--- src/hdl/ats_pkg.sv ---
package ats_pkg;

  // ****************************************************************
  // Register map
  // ****************************************************************
  localparam logic [11:0] TRIG_SEL_OFFSET  = 12'h014;
  localparam logic [11:0] SWTRIG_OFFSET    = 12'h028;
  localparam logic [31:0] TRIG_SEL_RESET   = 32'h00000000;
  localparam int          SEQ1_CODE_LSB    = 4;
  localparam int          SEQ0_CODE_LSB    = 0;
  localparam int          CODE_WIDTH       = 4;
  localparam int          SEQ_COUNT        = 2;
  localparam logic [31:0] UNMAPPED_READ    = 32'h00000000;

  // ****************************************************************
  // Trigger source codes
  // ****************************************************************
  localparam logic [3:0] CODE_SOFTWARE   = 4'h0;
  localparam logic [3:0] CODE_COMPARATOR = 4'h1;
  localparam logic [3:0] CODE_EXTERNAL   = 4'h4;
  localparam logic [3:0] CODE_TIMER      = 4'h5;
  localparam logic [3:0] CODE_PWM0       = 4'h6;
  localparam logic [3:0] CODE_PWM1       = 4'h7;
  localparam logic [3:0] CODE_PWM2       = 4'h8;
  localparam logic [3:0] CODE_ALWAYS     = 4'hF;

  // ****************************************************************
  // Trigger event bundle
  // ****************************************************************
  typedef struct packed {
    logic comparator;
    logic external;
    logic timer;
    logic pwm0;
    logic pwm1;
    logic pwm2;
  } ats_events_t;

  typedef enum logic [1:0] {
    ATS_IDLE   = 2'b01,
    ATS_ACCESS = 2'b10
  } ats_state_t;

endpackage

--- src/hdl/ats_trigger_select.sv ---
`timescale 1ns/10ps

// Contract
// - Bits 7:4 are a read/write field, reset to zero, for sequencer 1.
// - Bits 3:0 are a read/write field, reset to zero, for sequencer 0.
// - Code 0x0 is software, 0x1 comparator 0 and 0x4 the external pin.
// - Code 0xF samples continuously; 0x2, 0x3 and 0x9 to 0xE are reserved.
// - Code 0x5 selects the timer, which must enable its own trigger.
// - Code 0x6 selects PWM module 0, which sets its own trigger conditions.
// - Code 0x7 selects PWM module 1, which sets its own trigger conditions.
// - Code 0x8 selects PWM module 2, which sets its own trigger conditions.
module ats_trigger_select
  import ats_pkg::*;
(
  input  wire logic        core_clk,      // System clock
  input  wire logic        sys_rst,       // Synchronous reset
  input  wire logic        psel,          // APB select
  input  wire logic        penable,       // APB enable
  input  wire logic        pwrite,        // APB direction
  input  wire logic [11:0] paddr,         // APB byte address
  input  wire logic [31:0] pwdata,        // APB write data
  output logic      [31:0] prdata,        // APB read data
  output logic             pready,        // APB ready
  output logic             pslverr,       // APB error
  input  ats_events_t      trigEvents,    // Source event pulses
  output logic      [1:0]  seqTrigger     // Start pulse per sequencer
);

  // ****************************************************************
  // Bus slave state
  // ****************************************************************
  ats_state_t       state;
  ats_state_t       next_state;
  logic      [3:0]  seq0Code;
  logic      [3:0]  seq1Code;
  logic      [3:0]  next_seq0Code;
  logic      [3:0]  next_seq1Code;
  logic      [1:0]  swPend;
  logic      [1:0]  next_swPend;
  logic      [31:0] next_prdata;
  logic             next_pslverr;
  logic      [1:0]  next_seqTrigger;
  logic             mapped;
  logic             wrTake;
  logic             rdTake;

  // Select one event from a code
  function automatic logic pick(input logic [3:0] code,
                                input ats_events_t ev,
                                input logic swReq);
    case (code)
      CODE_SOFTWARE:   pick = swReq;
      CODE_COMPARATOR: pick = ev.comparator;
      CODE_EXTERNAL:   pick = ev.external;
      CODE_TIMER:      pick = ev.timer;
      CODE_PWM0:       pick = ev.pwm0;
      CODE_PWM1:       pick = ev.pwm1;
      CODE_PWM2:       pick = ev.pwm2;
      CODE_ALWAYS:     pick = 1'b1;
      default:         pick = 1'b0;
    endcase
  endfunction

  assign mapped = (paddr == TRIG_SEL_OFFSET) || (paddr == SWTRIG_OFFSET);
  assign pready = (state == ATS_ACCESS);
  assign wrTake = psel && penable && pready && pwrite;
  assign rdTake = psel && !penable && !pwrite;

  // ****************************************************************
  // Next values
  // ****************************************************************
  always_comb
  begin
    next_state      = state;
    next_seq0Code   = seq0Code;
    next_seq1Code   = seq1Code;
    next_swPend     = 2'h0;
    next_prdata     = prdata;
    next_pslverr    = 1'b0;
    case (state)
      ATS_IDLE:
      begin
        if (psel && !penable)
        begin
          next_state   = ATS_ACCESS;
          next_pslverr = !mapped;
          if (rdTake)
          begin
            if (paddr == TRIG_SEL_OFFSET)
              next_prdata = {24'h000000, seq1Code, seq0Code};
            else
              next_prdata = UNMAPPED_READ;
          end
        end
      end
      ATS_ACCESS:
      begin
        next_state = ATS_IDLE;
        if (wrTake && paddr == TRIG_SEL_OFFSET)
        begin
          next_seq1Code = pwdata[SEQ1_CODE_LSB +: CODE_WIDTH];
          next_seq0Code = pwdata[SEQ0_CODE_LSB +: CODE_WIDTH];
        end
        if (wrTake && paddr == SWTRIG_OFFSET)
          next_swPend = pwdata[1:0];
      end
      default:
        next_state = ATS_IDLE;
    endcase
    next_seqTrigger[0] = pick(seq0Code, trigEvents, swPend[0]);
    next_seqTrigger[1] = pick(seq1Code, trigEvents, swPend[1]);
  end

  // ****************************************************************
  // Registers
  // ****************************************************************
  always_ff @(posedge core_clk)
  begin
    if (sys_rst)
    begin
      state      <= ATS_IDLE;
      seq0Code   <= TRIG_SEL_RESET[3:0];
      seq1Code   <= TRIG_SEL_RESET[7:4];
      swPend     <= 2'h0;
      prdata     <= 32'h00000000;
      pslverr    <= 1'b0;
      seqTrigger <= 2'h0;
    end
    else
    begin
      state      <= next_state;
      seq0Code   <= next_seq0Code;
      seq1Code   <= next_seq1Code;
      swPend     <= next_swPend;
      prdata     <= next_prdata;
      pslverr    <= next_pslverr;
      seqTrigger <= next_seqTrigger;
    end
  end

  // ****************************************************************
  // Checks
  // ****************************************************************
  property p_seq1_write;
    @(posedge core_clk) disable iff (sys_rst)
    (wrTake && paddr == TRIG_SEL_OFFSET)
      |=> (seq1Code == $past(pwdata[7:4]));
  endproperty
  a_seq1_write: assert property (p_seq1_write)
    else $error("seq1 code not written");

  property p_seq0_write;
    @(posedge core_clk) disable iff (sys_rst)
    (wrTake && paddr == TRIG_SEL_OFFSET)
      |=> (seq0Code == $past(pwdata[3:0]));
  endproperty
  a_seq0_write: assert property (p_seq0_write)
    else $error("seq0 code not written");

  property p_ext_pick;
    @(posedge core_clk) disable iff (sys_rst)
    (seq0Code == CODE_EXTERNAL && $stable(seq0Code))
      |=> (seqTrigger[0] == $past(trigEvents.external));
  endproperty
  a_ext_pick: assert property (p_ext_pick)
    else $error("external pick wrong");

  property p_always;
    @(posedge core_clk) disable iff (sys_rst)
    (seq1Code == CODE_ALWAYS)[*2] |-> seqTrigger[1];
  endproperty
  a_always: assert property (p_always)
    else $error("continuous trigger missing");

  property p_timer;
    @(posedge core_clk) disable iff (sys_rst)
    (seq0Code == CODE_TIMER && trigEvents.timer) |=> seqTrigger[0];
  endproperty
  a_timer: assert property (p_timer)
    else $error("timer trigger lost");

  property p_pwm0;
    @(posedge core_clk) disable iff (sys_rst)
    (seq1Code == CODE_PWM0) |=> (seqTrigger[1] == $past(trigEvents.pwm0));
  endproperty
  a_pwm0: assert property (p_pwm0)
    else $error("pwm0 pick wrong");

  property p_pwm1;
    @(posedge core_clk) disable iff (sys_rst)
    (seq0Code == CODE_PWM1) |=> (seqTrigger[0] == $past(trigEvents.pwm1));
  endproperty
  a_pwm1: assert property (p_pwm1)
    else $error("pwm1 pick wrong");

  property p_pwm2;
    @(posedge core_clk) disable iff (sys_rst)
    (seq1Code == CODE_PWM2) |=> (seqTrigger[1] == $past(trigEvents.pwm2));
  endproperty
  a_pwm2: assert property (p_pwm2)
    else $error("pwm2 pick wrong");

  property p_reserved;
    @(posedge core_clk) disable iff (sys_rst)
    (seq0Code inside {4'h2, 4'h3, [4'h9:4'hE]}) |=> !seqTrigger[0];
  endproperty
  a_reserved: assert property (p_reserved)
    else $error("reserved code triggered");

  property p_seq1_reserved;
    @(posedge core_clk) disable iff (sys_rst)
    (seq1Code inside {4'h2, 4'h3, [4'h9:4'hE]}) |=> !seqTrigger[1];
  endproperty
  a_seq1_reserved: assert property (p_seq1_reserved)
    else $error("reserved code triggered sequencer 1");

  property p_sw_seq0;
    @(posedge core_clk) disable iff (sys_rst)
    (seq0Code == CODE_SOFTWARE)
      |=> (seqTrigger[0] == $past(swPend[0]));
  endproperty
  a_sw_seq0: assert property (p_sw_seq0)
    else $error("software pick wrong on sequencer 0");

  property p_sw_seq1;
    @(posedge core_clk) disable iff (sys_rst)
    (seq1Code == CODE_SOFTWARE)
      |=> (seqTrigger[1] == $past(swPend[1]));
  endproperty
  a_sw_seq1: assert property (p_sw_seq1)
    else $error("software pick wrong on sequencer 1");

  property p_comp_seq0;
    @(posedge core_clk) disable iff (sys_rst)
    (seq0Code == CODE_COMPARATOR)
      |=> (seqTrigger[0] == $past(trigEvents.comparator));
  endproperty
  a_comp_seq0: assert property (p_comp_seq0)
    else $error("comparator pick wrong");

  property p_ext_seq1;
    @(posedge core_clk) disable iff (sys_rst)
    (seq1Code == CODE_EXTERNAL)
      |=> (seqTrigger[1] == $past(trigEvents.external));
  endproperty
  a_ext_seq1: assert property (p_ext_seq1)
    else $error("external pick wrong on sequencer 1");

  property p_always_seq0;
    @(posedge core_clk) disable iff (sys_rst)
    (seq0Code == CODE_ALWAYS) |=> seqTrigger[0];
  endproperty
  a_always_seq0: assert property (p_always_seq0)
    else $error("continuous trigger missing on sequencer 0");

  property p_timer_seq1;
    @(posedge core_clk) disable iff (sys_rst)
    (seq1Code == CODE_TIMER)
      |=> (seqTrigger[1] == $past(trigEvents.timer));
  endproperty
  a_timer_seq1: assert property (p_timer_seq1)
    else $error("timer pick wrong on sequencer 1");

  property p_pwm0_seq0;
    @(posedge core_clk) disable iff (sys_rst)
    (seq0Code == CODE_PWM0)
      |=> (seqTrigger[0] == $past(trigEvents.pwm0));
  endproperty
  a_pwm0_seq0: assert property (p_pwm0_seq0)
    else $error("pwm0 pick wrong on sequencer 0");

  property p_pwm1_seq1;
    @(posedge core_clk) disable iff (sys_rst)
    (seq1Code == CODE_PWM1)
      |=> (seqTrigger[1] == $past(trigEvents.pwm1));
  endproperty
  a_pwm1_seq1: assert property (p_pwm1_seq1)
    else $error("pwm1 pick wrong on sequencer 1");

  property p_pwm2_seq0;
    @(posedge core_clk) disable iff (sys_rst)
    (seq0Code == CODE_PWM2)
      |=> (seqTrigger[0] == $past(trigEvents.pwm2));
  endproperty
  a_pwm2_seq0: assert property (p_pwm2_seq0)
    else $error("pwm2 pick wrong on sequencer 0");

  property p_codes_hold;
    @(posedge core_clk) disable iff (sys_rst)
    !(wrTake && paddr == TRIG_SEL_OFFSET)
      |=> ($stable(seq0Code) && $stable(seq1Code));
  endproperty
  a_codes_hold: assert property (p_codes_hold)
    else $error("codes changed without a write");

  property p_reset_values;
    @(posedge core_clk)
    sys_rst
      |=> (seq0Code == TRIG_SEL_RESET[3:0]) &&
          (seq1Code == TRIG_SEL_RESET[7:4]) &&
          (seqTrigger == 2'h0);
  endproperty
  a_reset_values: assert property (p_reset_values)
    else $error("reset values wrong");

  property p_read_data;
    @(posedge core_clk) disable iff (sys_rst)
    (state == ATS_IDLE && rdTake && paddr == TRIG_SEL_OFFSET)
      |=> (prdata == {24'h000000, $past(seq1Code), $past(seq0Code)});
  endproperty
  a_read_data: assert property (p_read_data)
    else $error("read data wrong");

  property p_unmapped;
    @(posedge core_clk) disable iff (sys_rst)
    (state == ATS_IDLE && psel && !penable && !mapped)
      |=> (pready && pslverr);
  endproperty
  a_unmapped: assert property (p_unmapped)
    else $error("unmapped access not flagged");

  property p_ready_once;
    @(posedge core_clk) disable iff (sys_rst)
    pready |=> !pready;
  endproperty
  a_ready_once: assert property (p_ready_once)
    else $error("ready held too long");

endmodule // ats_trigger_select

--- config.mk ---
export PLATFORM = sky130hd
export DESIGN_NAME = ats_trigger_select
export DESIGN_NICKNAME = d
export VERILOG_FILES = /design/src/hdl/ats_pkg.sv /design/src/hdl/ats_trigger_select.sv
export SDC_FILE = /design/constraint.sdc
export NUM_CORES = 1
export LEC_CHECK = 0
export ABC_CLOCK_PERIOD_IN_PS = 1800
export BUFFER_PORTS_ARGS = -buffer_cell sky130_fd_sc_hd__buf_2
export CAP_MARGIN = 20
export CELL_PAD_IN_SITES_DETAIL_PLACEMENT = 1
export CELL_PAD_IN_SITES_GLOBAL_PLACEMENT = 2
export CORE_ASPECT_RATIO = 1.1
export CORE_MARGIN = 10
export CORE_UTILIZATION = 21
export DETAILED_ROUTE_END_ITERATION = 12
export PLACE_DENSITY = 0.81
export SETUP_SLACK_MARGIN = 0.4
export SKIP_CTS_REPAIR_TIMING = 1
export SLEW_MARGIN = 20
export SYNTH_ARGS = -nofsm -noshare
export SYNTH_HDL_FRONTEND = slang
export SYNTH_SLANG_ARGS = --single-unit
export TNS_END_PERCENT = 100
--- constraint.sdc ---
create_clock -name core_clk -period 1.8 [get_ports core_clk]
set_input_delay 0.18 -clock core_clk [delete_from_list [all_inputs] [get_ports core_clk]]
set_output_delay 0.18 -clock core_clk [all_outputs]
set_load 0.03 [all_outputs]
==> reports/summary.md <==
Status
* completed — result of the run

Synth
* 0% — adder-cell share of the synthesized area
* 8.65 um2 — syn_area_per_cell
* buf_4 — most common cell in the netlist
* 8.06% — synthesized-area fraction occupied by ao, oa, aoi and oai cells
* dfxtp_1 36%, buf_4 14%, nand2b_1 11%, mux2i_1 7.8%, a21oi_1 3.1% — top cells by area in the synthesized netlist
* 7.77% — mux contribution to synthesized area
* simple AND/OR/NAND/NOR gates — combinational family with the most area after synthesis
* 30.3% — simple logic cell fraction of the synthesized area
* 0% — xor/xnor cell area share of the yosys netlist
* dfxtp_1 — largest area contributor in the synthesized netlist
* 0 — Yosys warning count
* 0% — fraction of registers with async set or reset after synthesis
* 24 x buf_4, 23 x dfxtp_1, 22 x nand2b_1 — most frequent cells after synthesis
* 35.7% — share of the yosys chip area belonging to registers
* 1290 um2 — post-synth design cell area
* 30 — Cell variety after synth
* 0 — number of synthesized flops with an enable pin
* dfxtp_1 — Most used DFF post-synth
* 23 — synthesized flop and latch total
* 35.7% — top-area cell type share of the netlist area
* 149 — number of cells produced by synthesis

Clock network
* clkbuf_8 — CTS Root Cell
* 0.26 ns — insertion delay of the later-clocked pin in the worst-skew pair
* 1 — CTS H-Tree Depth
* 23 — number of clock sinks
* 3 — number of buffers added by the clock tree synthesis step
* done — TritonCTS clock tree
* 0.08 ns — Reg clk slew, reported paths
* 2 — CTS Buffer Depth

Drt
* 359 um — met3 wirelength from detailed routing
* 62 — Iteration-0 DRC Markers
* 13.7 um — post-DR wirelength/cell
* 1490 um — routed metal-1 wire length
* 3650 um — Routed WL
* 4.07 — detailed-route vias per instance
* 0 — DR DRC count
* met4 — highest metal layer used by the detailed router
* 1740 um — routed length on met2
* 1088 — overall via count from detail_route
* 4 — detailed-router iteration count before antenna repair
* 0 — Routed Antenna Nets

STA
* 0 ns — final sum of negative setup slack
* yes — RSZ-0062 raised after global routing
* 1.37 ns — Min Clock Period, post-route
* 0.129 ns — Hold Slack
* 0.00182 ns — clock skew
* 0.431 ns — worst setup slack after layout
* 0 — total count of hold-check failures in the final report
* 0 — total count of max-transition violations in the final report
* 0.730 GHz — Peak Freq
* 0 — setup violators final
* 76.1% — final period utilization

Final layout
* 26.8% — Final Core Density
* 0 — number of antenna diodes
* 246 — fin nets
* 750 — Filler cells
* 32.6% — proportion of layout cells with a drive suffix above 1
* 22.2% — area grow syn2layout

Worst setup path
* or3_1, o2111ai_1, a211o_1, a221oi_2 — critical path, cell by cell
* register — CP Launch Type
* 0.43 ns — R2R setup slack
* seq0Code[0]$_SDFFE_PP0P_ — worst reg2reg startpoint
* register — crit path capture type
* dfxtp_2 — Crit-path slowest cell
* seqTrigger[0]$_SDFF_PP0_ — capture point of the worst path
* 1.55 ns — arrival time at the worst endpoint
* 4 — Worst Reg-to-Reg Cells
* 1.98 ns — Data required, critical path
* register to register — type of the worst setup path
* seqTrigger[0]$_SDFF_PP0_ — Worst R2R End
* 4 — logic depth of the worst path, buffers included
* 0 — critical path buffer and inverter count
* seq0Code[0]$_SDFFE_PP0P_ — worst setup path startpoint
* 9 — Worst Path Max Fanout
* 0.41 ns — Largest stage delay, worst path
* compound AO/OA/AOI/OAI gates — cell family contributing the most delay on the critical path

Power
* 223 uV — worst IR drop on VDD
* 0.637 nW — Static Leak
* 624 nW/um2 — PwrDens

GRT
* 7.44% — total routing usage reported by global routing
* 29 — maximum number of pins on one net before global-route repair
* 5780 um — first-pass GRT wire length
* 1221 — via count of the first global-routing pass
* 0 — GR Overflow Total
* 0 — number of antenna violations at the first check in global routing

Die
* 9670 um2 — die area
* 102 um — height of the die
* 5880 um2 — Core Box Area
* 91 — I/O pin total
* 94.7 um — Die Wd
* 29 — standard-cell rows
* 21.9% — starting density of the core

Hold path
* input port to register — Hold WC Path Type

Placed design
* 42 — number of input and output port buffers inserted
* 0.798 — placer's final routability congestion estimate
* 3010 um — DP Wirelength
* 0.341 ns — minimum setup slack after placement

Job
* 0 — max-cap viol count

==> through the flow <==
stage          area (um2)  cells  power, mW
4_1_cts              1520    266       1.00
3_5_place_dp         1480    262      0.670
6_report             1580    267      0.983
3_3_place_gp         1480    262      0.667
5_1_grt              1580    267       1.04
2_1_floorplan        1380    172      0.665
==> per-layer routing <==
metal  track usage (%)  up-vias
met5                 0        -
met4              2.53        0
met3              3.08        6
met2              12.8       48
met1              8.04      500
li1                  -      534
==> cell type report <==
type,count,area (um2),share of cell area [%]
tap,77,96.3,6.12
inverter,2,7.51,0.477
sequential,23,468,29.7
clock buffer,4,45.0,2.86
timing repair buffer,45,236,15.0
multi-input combinational,116,722,45.8
==> kinds of logic (layout without fill, tap and decap cells) <==
group | Yosys count | after routing
DFF | 23 | 23
AOI/OAI and AO/OA | 16 | 16
other | 1 | 24
and+or+nand+nor | 66 | 66
buffers and inverters | 33 | 51
muxes | 10 | 10
==> report_power, final <==
group	switching [mW]	internal, mW	total [mW]
registers	0.00117	0.509	0.511
logic	0.109	0.0408	0.150
clock network	0.165	0.158	0.323
total	0.275	0.708	0.983
==> flip-flops by register name (all words and copies together) (netlist names) <==
register,count
pslverr,1
seq1Code,4
seq0Code,4
swPend,2
seqTrigger,2
state,2
prdata,8
==> cells in the final DEF (no fill, tap or decap), drive strengths merged, types with 3 or more instances in the layout <==
cell type,Yosys,routed
nand2b,22,22
nor4,3,3
buf,26,45
conb,1,24
clkbuf,5,4
nor2b,3,3
mux2i,10,10
nand2,9,9
dfxtp,23,23
a21oi,8,8
nand3,8,8
nor2,8,8
==> how the worst min path moves through the flow <==
stage | startpoint | endpoint | cells after the start
finish | pwdata[0] | swPend[0]$_SDFF_PP0_ | 2
CTS | pwdata[0] | swPend[0]$_SDFF_PP0_ | 2
global placement | pwdata[0] | swPend[0]$_SDFF_PP0_ | 2
global route | pwdata[0] | swPend[0]$_SDFF_PP0_ | 2
floorplan | pwdata[0] | swPend[0]$_SDFF_PP0_ | 1
detailed placement | pwdata[0] | swPend[0]$_SDFF_PP0_ | 2
Note: power is estimated with default switching activity, not from simulation.
